==> config.mk <==
export PLATFORM = sky130hd
export DESIGN_NAME = mcu_interrupt_controller
export DESIGN_NICKNAME = d
export VERILOG_FILES = /design/src/logic/irq_ctrl_pkg.sv /design/src/logic/irq_edge_detect.sv /design/src/logic/irq_priority.sv /design/src/logic/mcu_interrupt_controller.sv
export SDC_FILE = /design/constraint.sdc
export NUM_CORES = 1
export LEC_CHECK = 0
export ABC_AREA = 1
export BUFFER_PORTS_ARGS = -buffer_cell sky130_fd_sc_hd__buf_4
export CORE_ASPECT_RATIO = 1.5
export CORE_MARGIN = 2
export CORE_UTILIZATION = 53
export DETAILED_ROUTE_END_ITERATION = 8
export GPL_ROUTABILITY_DRIVEN = 0
export MAX_ROUTING_LAYER = met4
export PLACE_DENSITY = 0.86
export SLEW_MARGIN = 30
export SYNTH_ARGS = -nofsm -noshare
export SYNTH_HDL_FRONTEND = slang
export SYNTH_SLANG_ARGS = --single-unit
==> constraint.sdc <==
create_clock -name clock -period 1.85 [get_ports clock]
set_input_delay 0.4625 -clock clock [delete_from_list [all_inputs] [get_ports clock]]
set_output_delay 0.4625 -clock clock [all_outputs]
set_load 0.02 [all_outputs]
==> src/logic/irq_ctrl_pkg.sv <==
// package: register map, field positions, vectors and state encodings for the interrupt controller
// Behaviour
// - timer overflow sets timer request flag, bit 6 of primary control register.
// - enabled timer flag with stack room calls 0CH, clears flag and master enable.
// - time base tick sets tick request flag, bit 4 of secondary register.
// - enabled tick flag with stack room calls 10H, clears flag and master enable.
// - rtc tick sets rtc request flag, bit 5 of secondary register.
// - enabled rtc flag with stack room calls 14H, clears flag and master enable.
// - during service, acknowledgments held until return-with-enable or enables set again.
// - return-with-enable sets master enable; plain return leaves it alone.
// - requests between two phase-two pulses are serviced on the later pulse.
// - priority ext0 04H, ext1 08H, timer 0CH, tick 10H, rtc 14H.
// - nothing serviced while master enable is clear.
// - flags stay set until serviced or cleared by software, even if disabled.
// - primary bit 0 master enable, bits 1..3 ext0, ext1, timer enables.
// - primary bits 4 and 5 ext0 and ext1 flags; bit 7 reads zero.
// - secondary bit 0 tick enable, bit 1 rtc enable.
// - secondary bits 2, 3, 6, 7 read zero.
// - external flags set on selected falling, rising or either pin edge.
// - no acknowledgment while stack full, until stack pointer decrements.
// - acknowledgment pushes only the program counter, not the status register.
package irq_ctrl_pkg;
  // ----------------------------------------------------------------
  // register map
  // ----------------------------------------------------------------
  localparam logic [7:0] PRIMARY_INDEX   = 8'h0B;
  localparam logic [7:0] SECONDARY_INDEX = 8'h1E;
  localparam logic [9:0] PRIMARY_ADDR    = 10'h02C;
  localparam logic [9:0] SECONDARY_ADDR  = 10'h078;
  localparam logic [9:0] EDGE_SEL_ADDR   = 10'h100;
  localparam logic [1:0] RESP_OKAY       = 2'h0;
  localparam logic [1:0] RESP_SLVERR     = 2'h2;
  // ----------------------------------------------------------------
  // fields
  // ----------------------------------------------------------------
  localparam int MASTER_EN_BIT = 0;
  localparam int EXT0_EN_BIT   = 1;
  localparam int EXT1_EN_BIT   = 2;
  localparam int TIMER_EN_BIT  = 3;
  localparam int EXT0_FLAG_BIT = 4;
  localparam int EXT1_FLAG_BIT = 5;
  localparam int TIMER_FLAG_BIT = 6;
  localparam int TICK_EN_BIT   = 0;
  localparam int RTC_EN_BIT    = 1;
  localparam int TICK_FLAG_BIT = 4;
  localparam int RTC_FLAG_BIT  = 5;
  localparam logic [7:0] PRIMARY_MASK   = 8'h7F;
  localparam logic [7:0] SECONDARY_MASK = 8'h33;
  localparam logic [7:0] RESET_BYTE     = 8'h00;
  // edge select codes per external pin
  localparam logic [1:0] EDGE_FALL   = 2'h0;
  localparam logic [1:0] EDGE_RISE   = 2'h1;
  localparam logic [1:0] EDGE_EITHER = 2'h2;
  localparam logic [3:0] EDGE_SEL_RESET = 4'h0;
  // ----------------------------------------------------------------
  // sources, in priority order
  // ----------------------------------------------------------------
  localparam int SRC_COUNT = 5;
  localparam int SRC_EXT0  = 0;
  localparam int SRC_EXT1  = 1;
  localparam int SRC_TIMER = 2;
  localparam int SRC_TICK  = 3;
  localparam int SRC_RTC   = 4;
  localparam logic [7:0] VEC_EXT0  = 8'h04;
  localparam logic [7:0] VEC_EXT1  = 8'h08;
  localparam logic [7:0] VEC_TIMER = 8'h0C;
  localparam logic [7:0] VEC_TICK  = 8'h10;
  localparam logic [7:0] VEC_RTC   = 8'h14;
  localparam logic [7:0] VEC_NONE  = 8'h00;
  // ----------------------------------------------------------------
  // bus slave states
  // ----------------------------------------------------------------
  typedef enum logic [2:0] {
    BUS_IDLE = 3'b001,
    BUS_RESP = 3'b010,
    BUS_DONE = 3'b100
  } bus_state_t;
endpackage : irq_ctrl_pkg

==> src/logic/irq_edge_detect.sv <==
// module: selectable edge detector for the two external interrupt pins
`timescale 1ns/100ps
`default_nettype none
module irq_edge_detect (
  input  wire logic       clock,
  input  wire logic       reset,
  input  wire logic [1:0] pins,
  input  wire logic [3:0] edgeSel,
  output logic      [1:0] edgeHit
);
  typedef struct packed {
    logic [1:0] prev;
    logic [1:0] hit;
  } edge_state_t;
  edge_state_t state;
  edge_state_t next_state;

  always_comb begin
    next_state = state;
    next_state.prev = pins;
    for (int i = 0; i < 2; i++) begin
      logic fall;
      logic rise;
      fall = state.prev[i] & ~pins[i];
      rise = ~state.prev[i] & pins[i];
      unique case (edgeSel[2*i +: 2])
        irq_ctrl_pkg::EDGE_FALL:   next_state.hit[i] = fall;
        irq_ctrl_pkg::EDGE_RISE:   next_state.hit[i] = rise;
        irq_ctrl_pkg::EDGE_EITHER: next_state.hit[i] = fall | rise;
        default:                   next_state.hit[i] = 1'b0;
      endcase
    end
  end

  // prev resets high so a high pin after reset does not fake a rising edge
  always_ff @(posedge clock) begin
    if (reset) begin
      state <= '{prev: 2'h3, hit: 2'h0};
    end else begin
      state <= next_state;
    end
  end

  assign edgeHit = state.hit;
endmodule : irq_edge_detect
`default_nettype wire

==> src/logic/irq_priority.sv <==
// module: fixed-priority selection of one pending enabled source
`timescale 1ns/100ps
`default_nettype none
module irq_priority (
  input  wire logic [4:0] pending,
  output logic      [4:0] grant,
  output logic      [7:0] vector
);
  logic [4:0] above;
  genvar g;
  generate
    for (g = 0; g < irq_ctrl_pkg::SRC_COUNT; g++) begin : gen_grant
      if (g == 0) begin : gen_top
        assign above[g] = 1'b0;
      end else begin : gen_rest
        assign above[g] = above[g-1] | pending[g-1];
      end
      assign grant[g] = pending[g] & ~above[g];
    end
  endgenerate

  always_comb begin
    unique case (1'b1)
      grant[irq_ctrl_pkg::SRC_EXT0]:  vector = irq_ctrl_pkg::VEC_EXT0;
      grant[irq_ctrl_pkg::SRC_EXT1]:  vector = irq_ctrl_pkg::VEC_EXT1;
      grant[irq_ctrl_pkg::SRC_TIMER]: vector = irq_ctrl_pkg::VEC_TIMER;
      grant[irq_ctrl_pkg::SRC_TICK]:  vector = irq_ctrl_pkg::VEC_TICK;
      grant[irq_ctrl_pkg::SRC_RTC]:   vector = irq_ctrl_pkg::VEC_RTC;
      default:                        vector = irq_ctrl_pkg::VEC_NONE;
    endcase
  end
endmodule : irq_priority
`default_nettype wire

==> src/logic/mcu_interrupt_controller.sv <==
// module: interrupt controller top with AXI4-Lite register slave and core vector handshake
`timescale 1ns/100ps
`default_nettype none
module mcu_interrupt_controller (
  input  wire logic        clock,
  input  wire logic        reset,
  // AXI4-Lite slave
  input  wire logic [9:0]  s_axi_awaddr,
  input  wire logic        s_axi_awvalid,
  output logic             s_axi_awready,
  input  wire logic [31:0] s_axi_wdata,
  input  wire logic [3:0]  s_axi_wstrb,
  input  wire logic        s_axi_wvalid,
  output logic             s_axi_wready,
  output logic [1:0]       s_axi_bresp,
  output logic             s_axi_bvalid,
  input  wire logic        s_axi_bready,
  input  wire logic [9:0]  s_axi_araddr,
  input  wire logic        s_axi_arvalid,
  output logic             s_axi_arready,
  output logic [31:0]      s_axi_rdata,
  output logic [1:0]       s_axi_rresp,
  output logic             s_axi_rvalid,
  input  wire logic        s_axi_rready,
  // event sources
  input  wire logic        ext_irq_pin_a,
  input  wire logic        ext_irq_pin_b,
  input  wire logic        timerOverflow,
  input  wire logic        tickPulse,
  input  wire logic        rtcPulse,
  // core side
  input  wire logic        cycle_phase_two,
  input  wire logic        stackFull,
  input  wire logic        return_with_enable,
  output logic             irqCall,
  output logic [7:0]       irqVector
);
  // ----------------------------------------------------------------
  // state
  // ----------------------------------------------------------------
  typedef struct packed {
    irq_ctrl_pkg::bus_state_t wrState;
    irq_ctrl_pkg::bus_state_t rdState;
    logic                     awHeld;
    logic                     wHeld;
    logic [9:0]               awAddr;
    logic [7:0]               wByte;
    logic                     wLane0;
    logic [1:0]               bresp;
    logic [31:0]              rdata;
    logic [1:0]               rresp;
    logic                     masterEn;
    logic [4:0]               srcEn;
    logic [4:0]               flags;
    logic [3:0]               edgeSel;
    logic                     call;
    logic [7:0]               vector;
  } ctrl_state_t;
  ctrl_state_t state;
  ctrl_state_t next_state;

  logic [1:0] edgeHit;
  logic [4:0] events;
  logic [4:0] grant;
  logic [7:0] grantVector;
  logic       wrFire;
  logic       rdFire;
  logic [7:0] primaryView;
  logic [7:0] secondaryView;

  irq_edge_detect u_edge (
    .clock   (clock),
    .reset   (reset),
    .pins    ({ext_irq_pin_b, ext_irq_pin_a}),
    .edgeSel (state.edgeSel),
    .edgeHit (edgeHit)
  );

  // only pending, enabled requests with master enable and stack room
  irq_priority u_prio (
    .pending (state.flags & state.srcEn & {5{state.masterEn & ~stackFull}}),
    .grant   (grant),
    .vector  (grantVector)
  );

  assign events = {rtcPulse, tickPulse, timerOverflow, edgeHit};

  // ----------------------------------------------------------------
  // register views
  // ----------------------------------------------------------------
  always_comb begin
    primaryView = irq_ctrl_pkg::RESET_BYTE;
    primaryView[irq_ctrl_pkg::MASTER_EN_BIT]  = state.masterEn;
    primaryView[irq_ctrl_pkg::EXT0_EN_BIT]    = state.srcEn[irq_ctrl_pkg::SRC_EXT0];
    primaryView[irq_ctrl_pkg::EXT1_EN_BIT]    = state.srcEn[irq_ctrl_pkg::SRC_EXT1];
    primaryView[irq_ctrl_pkg::TIMER_EN_BIT]   = state.srcEn[irq_ctrl_pkg::SRC_TIMER];
    primaryView[irq_ctrl_pkg::EXT0_FLAG_BIT]  = state.flags[irq_ctrl_pkg::SRC_EXT0];
    primaryView[irq_ctrl_pkg::EXT1_FLAG_BIT]  = state.flags[irq_ctrl_pkg::SRC_EXT1];
    primaryView[irq_ctrl_pkg::TIMER_FLAG_BIT] = state.flags[irq_ctrl_pkg::SRC_TIMER];
    secondaryView = irq_ctrl_pkg::RESET_BYTE;
    secondaryView[irq_ctrl_pkg::TICK_EN_BIT]   = state.srcEn[irq_ctrl_pkg::SRC_TICK];
    secondaryView[irq_ctrl_pkg::RTC_EN_BIT]    = state.srcEn[irq_ctrl_pkg::SRC_RTC];
    secondaryView[irq_ctrl_pkg::TICK_FLAG_BIT] = state.flags[irq_ctrl_pkg::SRC_TICK];
    secondaryView[irq_ctrl_pkg::RTC_FLAG_BIT]  = state.flags[irq_ctrl_pkg::SRC_RTC];
  end

  assign wrFire = (state.wrState == irq_ctrl_pkg::BUS_IDLE) & state.awHeld & state.wHeld;
  assign rdFire = (state.rdState == irq_ctrl_pkg::BUS_IDLE) & s_axi_arvalid;

  // ----------------------------------------------------------------
  // next state
  // ----------------------------------------------------------------
  always_comb begin
    logic [7:0] wb;
    logic [4:0] swFlags;
    logic [4:0] swFlagWr;
    wb = state.wByte;
    swFlags = state.flags;
    swFlagWr = 5'h00;
    next_state = state;
    next_state.call = 1'b0;

    // write channel: address and data taken in either order
    if (s_axi_awvalid & ~state.awHeld & (state.wrState == irq_ctrl_pkg::BUS_IDLE)) begin
      next_state.awHeld = 1'b1;
      next_state.awAddr = s_axi_awaddr;
    end
    if (s_axi_wvalid & ~state.wHeld & (state.wrState == irq_ctrl_pkg::BUS_IDLE)) begin
      next_state.wHeld  = 1'b1;
      next_state.wByte  = s_axi_wdata[7:0];
      next_state.wLane0 = s_axi_wstrb[0];
    end

    unique case (state.wrState)
      irq_ctrl_pkg::BUS_IDLE: begin
        if (wrFire) begin
          next_state.wrState = irq_ctrl_pkg::BUS_RESP;
          next_state.awHeld  = 1'b0;
          next_state.wHeld   = 1'b0;
          next_state.bresp   = irq_ctrl_pkg::RESP_OKAY;
          unique case (state.awAddr)
            irq_ctrl_pkg::PRIMARY_ADDR: begin
              if (state.wLane0) begin
                next_state.masterEn = wb[irq_ctrl_pkg::MASTER_EN_BIT];
                next_state.srcEn[irq_ctrl_pkg::SRC_EXT0]  = wb[irq_ctrl_pkg::EXT0_EN_BIT];
                next_state.srcEn[irq_ctrl_pkg::SRC_EXT1]  = wb[irq_ctrl_pkg::EXT1_EN_BIT];
                next_state.srcEn[irq_ctrl_pkg::SRC_TIMER] = wb[irq_ctrl_pkg::TIMER_EN_BIT];
                swFlagWr[2:0] = 3'h7;
                swFlags[irq_ctrl_pkg::SRC_EXT0]  = wb[irq_ctrl_pkg::EXT0_FLAG_BIT];
                swFlags[irq_ctrl_pkg::SRC_EXT1]  = wb[irq_ctrl_pkg::EXT1_FLAG_BIT];
                swFlags[irq_ctrl_pkg::SRC_TIMER] = wb[irq_ctrl_pkg::TIMER_FLAG_BIT];
              end
            end
            irq_ctrl_pkg::SECONDARY_ADDR: begin
              if (state.wLane0) begin
                next_state.srcEn[irq_ctrl_pkg::SRC_TICK] = wb[irq_ctrl_pkg::TICK_EN_BIT];
                next_state.srcEn[irq_ctrl_pkg::SRC_RTC]  = wb[irq_ctrl_pkg::RTC_EN_BIT];
                swFlagWr[4:3] = 2'h3;
                swFlags[irq_ctrl_pkg::SRC_TICK] = wb[irq_ctrl_pkg::TICK_FLAG_BIT];
                swFlags[irq_ctrl_pkg::SRC_RTC]  = wb[irq_ctrl_pkg::RTC_FLAG_BIT];
              end
            end
            irq_ctrl_pkg::EDGE_SEL_ADDR: begin
              if (state.wLane0) begin
                next_state.edgeSel = wb[3:0];
              end
            end
            default: next_state.bresp = irq_ctrl_pkg::RESP_SLVERR;
          endcase
        end
      end
      irq_ctrl_pkg::BUS_RESP: begin
        if (s_axi_bready) begin
          next_state.wrState = irq_ctrl_pkg::BUS_IDLE;
        end
      end
      default: next_state.wrState = irq_ctrl_pkg::BUS_IDLE;
    endcase

    // read channel
    unique case (state.rdState)
      irq_ctrl_pkg::BUS_IDLE: begin
        if (rdFire) begin
          next_state.rdState = irq_ctrl_pkg::BUS_RESP;
          next_state.rresp   = irq_ctrl_pkg::RESP_OKAY;
          unique case (s_axi_araddr)
            irq_ctrl_pkg::PRIMARY_ADDR:   next_state.rdata = {24'h000000, primaryView};
            irq_ctrl_pkg::SECONDARY_ADDR: next_state.rdata = {24'h000000, secondaryView};
            irq_ctrl_pkg::EDGE_SEL_ADDR:  next_state.rdata = {28'h0000000, state.edgeSel};
            default: begin
              next_state.rdata = 32'h00000000;
              next_state.rresp = irq_ctrl_pkg::RESP_SLVERR;
            end
          endcase
        end
      end
      irq_ctrl_pkg::BUS_RESP: begin
        if (s_axi_rready) begin
          next_state.rdState = irq_ctrl_pkg::BUS_IDLE;
        end
      end
      default: next_state.rdState = irq_ctrl_pkg::BUS_IDLE;
    endcase

    // flags: software write, then service clear, then hardware set wins over both
    next_state.flags = (state.flags & ~swFlagWr) | (swFlags & swFlagWr);

    // a flag standing at this pulse arrived since the previous one: serve it now
    if (cycle_phase_two) begin
      if (|grant) begin
        next_state.call     = 1'b1;
        next_state.vector   = grantVector;
        next_state.masterEn = 1'b0;
        next_state.flags    = next_state.flags & ~grant;
      end
    end
    if (return_with_enable) begin
      next_state.masterEn = 1'b1;
    end
    next_state.flags = next_state.flags | events;
  end

  always_ff @(posedge clock) begin
    if (reset) begin
      state <= '{wrState: irq_ctrl_pkg::BUS_IDLE, rdState: irq_ctrl_pkg::BUS_IDLE,
                 edgeSel: irq_ctrl_pkg::EDGE_SEL_RESET, default: '0};
    end else begin
      state <= next_state;
    end
  end

  // ----------------------------------------------------------------
  // outputs
  // ----------------------------------------------------------------
  // write readies only while idle and the channel is not already held; read ready whenever the read side is idle
  assign s_axi_awready = (state.wrState == irq_ctrl_pkg::BUS_IDLE) & ~state.awHeld;
  assign s_axi_wready  = (state.wrState == irq_ctrl_pkg::BUS_IDLE) & ~state.wHeld;
  assign s_axi_bvalid  = (state.wrState == irq_ctrl_pkg::BUS_RESP);
  assign s_axi_bresp   = state.bresp;
  assign s_axi_arready = (state.rdState == irq_ctrl_pkg::BUS_IDLE);
  assign s_axi_rvalid  = (state.rdState == irq_ctrl_pkg::BUS_RESP);
  assign s_axi_rdata   = state.rdata;
  assign s_axi_rresp   = state.rresp;
  assign irqCall       = state.call;
  assign irqVector     = state.vector;
endmodule : mcu_interrupt_controller
`default_nettype wire

# [Yosys cells after proc, flatten, opt, wreduce, memory -nomap -nowiden]
# Cells that the tools add are included.
[classes] eq_ne=18 muxes=42 n_bitwise=44 n_reduce_logical=14
[ops] operator="two-way mux 3 bit" count=10
[ops] operator="two-way mux 5 bit" count=6
[ops] operator="AND 5 bit" count=5
[ops] operator="case mux 5 bit (5 select lines)" count=1
[ops] operator="case mux 7 bit (3 select lines)" count=1
[ops] operator="equality test 10 x 6 -> 1 bit (second input constant)" count=2
[ops] operator="equality test 10 x 7 -> 1 bit (second input constant)" count=2
[ops] operator="equality test 10 x 9 -> 1 bit (second input constant)" count=2
[ops] operator="two-way mux 2 bit" count=10
[ops] operator="AND 1 bit" count=18
[ops] operator="two-way mux 6 bit" count=2
[ops] operator="inverter 1 bit" count=12
[ops] operator="case mux 3 bit (2 select lines)" count=2
[ops] operator="AND reduction 4 bit" count=3
[ops] operator="inverter 5 bit" count=2
[ops] operator="OR 5 bit" count=2
[ops] operator="AND reduction 2 bit" count=5
[ops] operator="two-way mux 9 bit" count=1
[ops] operator="two-way mux 1 bit" count=7
[ops] operator="equality test 3 x 1 -> 1 bit (second input constant)" count=2
[ops] operator="equality test 3 x 2 -> 1 bit (second input constant)" count=2
[ops] operator="!= test 2 x 1 -> 1 bit (second input constant)" count=3
[ops] operator="case mux 1 bit (3 select lines)" count=2
[ops] operator="OR reduction 3 bit" count=2
[ops] operator="7 further kinds" count=14
[totals] ff_bits=90 inputBits=71 output_inout_bits=50 elab_cells=137

# [Longest topological paths before layout]
# Gate-level depths: netlist of the first run.
[depth] ltp_word=13 mapped_depth=9 depth_no_buf=9

# [Cells and area by module]
# A second synthesis of the first run with hierarchy kept.
[unflattened] cells_unflattened=463 area_unflattened_um2=3253.1
[modules_own_cells] module="mcu_interrupt_controller" n_inst=1 cells_each=407 area_each_um2=2894.0 seq_area_each_um2=1141.1
[modules_own_cells] module="irq_edge_detect" n_inst=1 cells_each=33 area_each_um2=237.7 seq_area_each_um2=80.1
[modules_own_cells] module="irq_priority" n_inst=1 cells_each=23 area_each_um2=121.4 seq_area_each_um2=0.0

# [Worst setup path after synthesis of the first run]
# No wires, ideal clock.
[synth_timing] path_kind="reg2reg" from="register state[84] (netlist bit)" to="register state[69] (netlist bit)" setup_ns=0.113 arrival_ns=1.265 path_slack_ns=0.472 path_stages_with_launch=7 n_path_buf=1 synth_period_minus_slack_ns=1.378 cell_sequence="dfxtp_1 inv_1 nor3_2 nand2_2 buf_2 o21ai_1 nor2_1"
[synth_between] elab_chain_len=2
[synth_lines] element="from (decl)" line_no="mcu_interrupt_controller.sv:59" source="ctrl_state_t state;"
[synth_lines] element="from (signal assigned)" line_no="mcu_interrupt_controller.sv:225" source="state <= '{wrState: irq_ctrl_pkg::BUS_IDLE, rdState: irq_ctrl_pkg::BUS_IDLE,"
[synth_lines] element="from (signal assigned)" line_no="mcu_interrupt_controller.sv:228" source="state <= next_state;"
[synth_lines] element="equality test 3 x 1 -> 1 bit" line_no="mcu_interrupt_controller.sv:124" source="if (s_axi_awvalid & ~state.awHeld & (state.wrState == irq_ctrl_pkg::BUS_IDLE)) begin"
[synth_lines] element="AND 1 bit" line_no="mcu_interrupt_controller.sv:124"
# Every way passes these cells.
# A chain may end at the register's enable or synchronous reset.

# [Worst setup path in the final report of the first run]
[layout_timing] from="register state[84] (netlist bit)" to="output port s_axi_wready"
[layout_between] elab_chain_len=2
[layout_lines] element="equality test 3 x 1 -> 1 bit" line_no="mcu_interrupt_controller.sv:237" source="assign s_axi_wready = (state.wrState == irq_ctrl_pkg::BUS_IDLE) & ~state.wHeld;"
[layout_lines] element="AND 1 bit" line_no="mcu_interrupt_controller.sv:237"
[layout_lines] element="to (decl)" line_no="mcu_interrupt_controller.sv:14" source="output logic s_axi_wready,"
# Every way passes these cells.

==> flow_summary.json, run 1 <==
{
  "grt_use_met3": 0.0407,
  "final_cell_area_um2": 3430,
  "die_h_um": 97.0,
  "wl_per_cell_um": 11.7,
  "cts_tree": "built",
  "clk_latency_ns": 0.31,
  "crit_type": "flop to output port",
  "power.leakage_nw": 1.64,
  "port_buffers": 60,
  "clk_pin_slew_ns": 0.10,
  "cp-start-kind": "flop",
  "rsz0062_at_grt": "false",
  "ys_seq_elements": 56,
  "mostFrequentLayoutCells": "buf_4 (63), inv_1 (56), dfxtp_1 (56)",
  "ant_nets": 0,
  "ys_warn_count": 0,
  "grt.met1_usage": 0.217,
  "min_path_type": "input pin to flop",
  "fillers": 518,
  "die_width_um": 66.0,
  "path_cells": "inv_1 -> nor2_1 -> nand2_1 -> inv_2 -> buf_4",
  "grt_pass1_vias": 2564,
  "critPathMaxStageDelay_ns": 0.40,
  "hold_violations": 0,
  "multi_input_area_um2": 1440,
  "grt_first_pass_wirelength_mm": 10.7,
  "antenna_found_initial": 0,
  "critical_path_arrival_ns": 1.20,
  "startpoint": "state[84]",
  "cts.sinks": 56,
  "cp_slowest_cell": "dfxtp_1",
  "synth_area_um2": 3060,
  "finalCriticalPeriod_ns": 1.66,
  "period_share": 0.899,
  "min-delay-start": "ext_irq_pin_b",
  "initial_core_util": 0.552,
  "final_core_util": 0.619,
  "drt_iter0_drc": 121,
  "status": "complete, no violations",
  "routed_wl_mm": 6.34,
  "required_ns": 1.39,
  "synthCells": 422,
  "placed_area_um2": 3350,
  "yosysUniqueCellTypes": 35,
  "post_cts_buffers": 0,
  "numCtsBuffers": 5,
  "grt_use_met2": 0.393,
  "area_delta_synth_final_pct": 12.1,
  "drive_gt1_frac": 0.215,
  "core_area_um2": 5530,
  "power_density_nw_per_um2": 698,
  "drc": 0,
  "io_pins": 121,
  "n_antenna_cell": 0,
  "timing.rr.start": "state[80]",
  "num_vias": 2709,
  "fin_worst_skew_ns": 0.00639,
  "die_area_um2": 6400,
  "grt_max_degree": 29,
  "finalSetupTns_ns": 0,
  "grt_overflow_total": 0,
  "busiest_layer": "met2",
  "yosysSeqAreaShare": 0.367,
  "crit_path_max_fanout": 3,
  "power_w": 0.00239,
  "cts_hold_buffers": 0,
  "htree_levels": 2,
  "cts_root_buf": "clkbuf_8",
  "seq_area_um2": 1120,
  "slew_viol_final": 0,
  "final_common_cell": "buf_4",
  "cts_resized": 0,
  "vdd_drop_max_mv": 0.691,
  "end_kind": "output port",
  "clockBufferDepth": 2,
  "setup_viol": 0,
  "grt.total_usage": 0.213,
  "maxCapViolations": 0,
  "avgSynthCellArea_um2": 7.24,
  "first_pass_iters": 4,
  "vias_per_cell": 5.02,
  "fmaxAchievable_ghz": 0.601,
  "rows": 33,
  "dp_hpwl_mm": 5.01,
  "nets": 545
}
-- where the power goes --
| part | switching [W] | total (W) | internal, W |
|---|---|---|---|
| combinational | 0.000276 | 0.000429 | 0.000153 |
| sequential | 0.0000492 | 0.00132 | 0.00127 |
| clock | 0.000384 | 0.000641 | 0.000257 |
-- final cells by class --
class | instances | share of cell area
Timing Repair Buffer | 63 | 0.138
Inverter | 59 | 0.0646
Clock buffer | 5 | 0.0201
Multi-Input combinational cell | 285 | 0.421
Sequential cell | 56 | 0.327
Clock inverter | 2 | 0.00365
Tap cell | 70 | 0.0256
-- metal layers --
layer / vias to the layer above / wire length [µm]
met4: 0 / 104
li1: 1374 / -
met1: 1234 / 2350
met2: 91 / 3530
met5: - / 0
met3: 10 / 347
-- cells in the mapped netlist (all sizes together) --
cell type / n / area (µm²)
clkinv: 1 / 3.75
nand2: 60 / 245
o211ai: 1 / 7.51
o21ai: 31 / 159
dfxtp: 56 / 1120
o31ai: 1 / 7.51
nand4: 8 / 65.1
clkbuf: 3 / 11.3
nand3b: 3 / 22.5
o21bai: 1 / 7.51
a31oi: 1 / 6.26
nand3: 31 / 183
buf: 50 / 377
a21oi: 42 / 225
conb: 1 / 3.75
nor2: 60 / 269
inv: 58 / 218
nor3: 10 / 75.1
ha: 4 / 50.1
-- flip-flops by register name, summed over array words and instances, names as in the netlist --
signal	cells
secondaryView	4
irqVector	3
s_axi_rresp	1
u_edge.state	2
irqCall	1
primaryView	7
state	28
u_edge.edgeHit	2
s_axi_bresp	1
s_axi_rdata	7
-- cell families after synthesis --
family / synth area share
and+or+nand+nor: 0.281
adders and majority gates: 0.0164
other: 0.00123
AOI/OAI and AO/OA: 0.135
buffers and inverters: 0.199
DFF: 0.367
-- through the flow --
step | worst slack (ns) | hold WS [ns] | cells
after global placement | 0.339 | 0.432 | 533
after global routing | 0.113 | 0.372 | 540
final | 0.186 | 0.354 | 540
after floorplan | 0.472 | 0.415 | 453
after CTS | 0.177 | 0.357 | 540
after detailed placement | 0.253 | 0.445 | 533
-- final timing paths --
path | slack [ns] | depth (start not counted) | end
setup / recovery | 0.19 | 5 | s_axi_wready
hold / removal | 0.35 | 3 | u_edge.state[3]
setup reg to reg | 0.46 | 5 | state[9]
hold reg to reg | 0.47 | 2 | primaryView[5]
-- worst max-delay path: cells and delay by family, from the launching register on --
kind	cells	cell delay, ns
flops	1	0.40
buf+inv	3	0.29
simple gates	2	0.20
Note: power is estimated with default switching activity, not from simulation.
==> run 2: changes to the inputs <==
Settings changed: CORE_UTILIZATION 53 to 49, PLACE_DENSITY 0.86 to 0.81.
Clock period 1.85 ns to 1.6 ns, I/O delays scaled along.
==> run 2 against run 1 <==
Net effect: setup slack got worse by 0.069 ns; sequential cell count stayed put; worst hold slack worse by 0.056 ns; first-iteration DRC count fell by 8.3%; die area grew 7.7%; total power grew 14%; wire length fell by 0.57%; register-to-register slack got worse by 0.29 ns; sequential power rose by 16%; clock-buffer cell count stayed put; non-clock buffer count rose by 2; largest power group unchanged.
==> flow_summary.json, run 2 (synthesis gave the netlist of run 1 again) <==
{
  "switchingPower_w": 0.000781,
  "combPwrFrac": 0.184,
  "clk_pin_slew_ns": 0.09,
  "core_area_um2": 6090,
  "vias_per_cell": 4.96,
  "grt_first_pass_wirelength_mm": 10.6,
  "cts.sinks": 56,
  "min_path_type": "input pin to flop",
  "grt.total_usage": 0.202,
  "dp_hpwl_mm": 4.90,
  "cts_tree": "built",
  "mostFrequentLayoutCells": "buf_4 (65), inv_1 (56), dfxtp_1 (55)",
  "first_pass_iters": 4,
  "ant_nets": 0,
  "routed_wl_mm": 6.30,
  "met2_length_mm": 3.43,
  "grt_max_degree": 29,
  "period_share": 0.927,
  "die_area_um2": 6900,
  "wl_met1_mm": 2.39,
  "pwr-share-seq": 0.562,
  "nets": 547,
  "clockBufferDepth": 2,
  "wl_per_cell_um": 11.6,
  "cp-start-kind": "flop",
  "numCtsBuffers": 5,
  "port_buffers": 60,
  "crit_path_max_fanout": 4,
  "cts_hold_buffers": 0,
  "grt_pass1_vias": 2484,
  "power_density_nw_per_um2": 790,
  "final_cell_area_um2": 3440,
  "area_delta_synth_final_pct": 12.5,
  "fin_worst_skew_ns": 0.00446,
  "placed_area_um2": 3360,
  "drt_iter0_drc": 111,
  "setup_viol": 0,
  "die_width_um": 68.5,
  "die_h_um": 101,
  "hold_violations": 0,
  "end_kind": "output port",
  "pre_cts_slack_ns": 0.121,
  "p_int_w": 0.00193,
  "dr.max_layer_used": "met4",
  "crit_type": "flop to output port",
  "clk_latency_ns": 0.30,
  "p_sw_frac": 0.288,
  "vdd_drop_max_mv": 0.620,
  "antenna_found_initial": 0,
  "cts_root_buf": "clkbuf_8",
  "layout_setup_ws_ns": 0.117,
  "rows": 35,
  "top_register": "state",
  "maxCapViolations": 0,
  "io_pins": 121,
  "multi_input_area_um2": 1450,
  "n_antenna_cell": 0,
  "grt_overflow_total": 0,
  "clkPwrFrac": 0.255,
  "status": "complete, no violations",
  "critical_path_arrival_ns": 1.08,
  "finalCriticalPeriod_ns": 1.48,
  "rsz0062_at_grt": "false",
  "htree_levels": 2,
  "fillers": 585,
  "finalSetupTns_ns": 0,
  "power.leakage_nw": 1.64,
  "fmaxAchievable_ghz": 0.674,
  "seq_area_um2": 1120,
  "slew_viol_final": 0,
  "wl_met3_um": 361,
  "required_ns": 1.20,
  "initial_core_util": 0.502,
  "largest_register_ff_count": 28,
  "drive_gt1_frac": 0.219,
  "num_vias": 2699,
  "final_common_cell": "buf_4",
  "drc": 0
}
## run 2: routing by layer
| metal | GRT usage | vias to the layer above |
|---|---|---|
| li1 | - | 1370 |
| met1 | 0.218 | 1222 |
| met2 | 0.354 | 92 |
| met3 | 0.0324 | 15 |
| met4 | 0.0831 | 0 |
| met5 | - | - |
## run 2: worst max-delay path: stages, from the launching register on
cell     delay [ns]
dfxtp_1        0.37
nor3_2         0.23
buf_4          0.18
## run 2: final cells by class
class / count / area share
Sequential cell: 56 / 0.326
Inverter: 59 / 0.0644
Clock buffer: 5 / 0.0200
Tap cell: 74 / 0.0269
Multi-Input combinational cell: 285 / 0.420
Timing Repair Buffer: 65 / 0.142
## run 2: path summary, 6_finish.rpt
check	depth (start not counted)	end	from	slack [ns]
min reg2reg	2	primaryView[5]	u_edge.edgeHit[1]	0.45
min	2	state[79]	reset	0.30
max	2	s_axi_awready	state[80]	0.12
max reg2reg	5	primaryView[1]	state[80]	0.17
## run 2: power groups by stage
stage / logic (W) / registers [W] / clock network [W]
floorplan: 0.000404 / 0.00154 / 0
global placement: 0.000482 / 0.00155 / 0
detailed placement: 0.000496 / 0.00156 / 0
CTS: 0.000498 / 0.00152 / 0.000699
global route: 0.000564 / 0.00154 / 0.000751
finish: 0.000499 / 0.00153 / 0.000691
## run 2: timing repair
item | in CTS | in global routing
gates resized for setup | 1 | 1
endpoints found under the setup margin | 1 | 1
setup buffers | 0 | 1
## run 2: per-stage QoR
stage / util / hold WS, ns / instances / total power (W)
5_1_grt: 0.565 / 0.304 / 544 / 0.00285
6_report: 0.565 / 0.298 / 544 / 0.00272
3_3_place_gp: 0.552 / 0.421 / 538 / 0.00203
2_1_floorplan: - / 0.415 / 453 / 0.00195
3_5_place_dp: 0.552 / 0.442 / 538 / 0.00205
4_1_cts: 0.563 / 0.298 / 543 / 0.00272
==> run 3: changes to the inputs <==
Settings changed: BUFFER_PORTS_ARGS -buffer_cell sky130_fd_sc_hd__buf_4 to -buffer_cell sky130_fd_sc_hd__buf_2.
==> run 3 against run 2 <==
Net effect: clock skew down 0.0021 ns; sequential share of layout area up 1.2 points; clock-buffer cell count up 3; setup slack worse by 0.046 ns; via count down 2.0%; sequential power about the same; critical path depth up 3; register-to-register slack better by 0.04 ns; final cell count up 0.74%; worst hold slack worse by 0.0017 ns; critical endpoint is now s_axi_wready.
==> flow_summary.json, run 3 (synthesis gave the netlist of run 1 again) <==
{
  "largest_register_ff_count": 28,
  "rsz0062_at_grt": "false",
  "setup_viol": 0,
  "top_register": "state",
  "cts_tree": "built",
  "power_density_nw_per_um2": 838,
  "die_area_um2": 6900,
  "mostFrequentLayoutCells": "buf_2 (59), inv_1 (55), dfxtp_1 (55)",
  "period_share": 0.955,
  "ant_nets": 0,
  "grt_use_met2": 0.342,
  "whs_path_depth": 3,
  "die_width_um": 68.5,
  "min_path_type": "input pin to flop",
  "dp_hpwl_mm": 4.75,
  "drt_iter0_drc": 153,
  "grt_overflow_total": 0,
  "fin_worst_skew_ns": 0.00232,
  "first_pass_iters": 4,
  "status": "complete, no violations",
  "end_kind": "output port",
  "clk_latency_ns": 0.31,
  "die_h_um": 101,
  "initial_core_util": 0.502,
  "startpoint": "state[84]",
  "port_buffers": 60,
  "crit_type": "flop to output port",
  "vdd_drop_max_mv": 0.679,
  "min-delay-start": "ext_irq_pin_b",
  "critical_path_arrival_ns": 1.13,
  "numCtsBuffers": 5,
  "grt.met1_usage": 0.209,
  "cts.sinks": 56,
  "grt_first_pass_wirelength_mm": 10.3,
  "maxCapViolations": 0,
  "drive_gt1_frac": 0.224,
  "reg2reg_depth": 5,
  "final_common_cell": "buf_2",
  "grt.total_usage": 0.197,
  "finalSetupTns_ns": 0,
  "grt_max_degree": 29,
  "busiest_layer": "met2",
  "finalCriticalPeriod_ns": 1.53,
  "hold_violations": 0,
  "clockBufferDepth": 2,
  "fmaxAchievable_ghz": 0.654,
  "grt_use_met3": 0.0346,
  "cts_hold_buffers": 0,
  "nets": 548,
  "clk_pin_slew_ns": 0.09,
  "cts_root_buf": "clkbuf_8",
  "timing.rr.start": "state[80]",
  "routed_wl_mm": 6.11,
  "hold_ws_ns": 0.296,
  "required_ns": 1.20,
  "fillers": 585,
  "n_antenna_cell": 0,
  "num_vias": 2644,
  "io_pins": 121,
  "rows": 35,
  "wl_per_cell_um": 11.2,
  "crit_path_max_fanout": 3,
  "core_area_um2": 6090,
  "drc": 0,
  "cp-start-kind": "flop",
  "vias_per_cell": 4.82,
  "power_w": 0.00278,
  "power.leakage_nw": 1.62,
  "slew_viol_final": 0,
  "area_delta_synth_final_pct": 8.60,
  "antenna_found_initial": 0,
  "htree_levels": 2,
  "grt_pass1_vias": 2484
}
## run 3: path summary, 6_finish.rpt
check | to | slack, ns
worst max-delay path | s_axi_wready | 0.07
worst min-delay path | u_edge.state[3] | 0.30
worst max register to register | state[11] | 0.21
worst min register to register | primaryView[5] | 0.45
## run 3: worst max-delay path, stage by stage, from the launching register on
cell     delay (ns)
dfxtp_2        0.38
inv_2          0.05
nor2_2         0.12
nand2_1        0.07
inv_2          0.06
buf_4          0.13
## run 3: area by class of cell
class	instances	area, µm²	share of cell area
flip-flops and latches	56	1120	0.338
well taps	74	92.6	0.0279
inverters	59	221	0.0667
multi-input cells	285	1450	0.435
clock buffers	8	90.1	0.0271
repair buffers	66	348	0.105
## run 3: report_power, final
group / switching [W] / internal, W / leakage (nW)
combinational: 0.000314 / 0.000149 / 1.11
clock: 0.000438 / 0.000354 / 0.0455
sequential: 0.0000556 / 0.00147 / 0.459
total: 0.000808 / 0.00197 / 1.62
## run 3: what timing repair did
action | 4_1_cts | 5_1_grt
cloned | 0 | 0
setup buffers | 0 | 1
resized for setup | 1 | 3
pin swaps | 0 | 1
endpoints found under the setup margin | 1 | 1
## run 3: metal layers
metal	up-vias	wire length [µm]	part of all wire
met5	-	0	0
met4	0	190	0.031
met3	21	355	0.058
met2	91	3170	0.52
met1	1156	2400	0.39
li1	1376	-	-
## run 3: stage by stage
step                area (µm²)  std cells  utilization  setup slack, ns
global route              3320        548        0.545          0.00582
finish                    3320        548        0.545           0.0712
CTS                       3310        547        0.543          0.00219
global placement          3220        539        0.528            0.142
floorplan                 3170        453            -            0.222
detailed placement        3220        539        0.528           0.0819
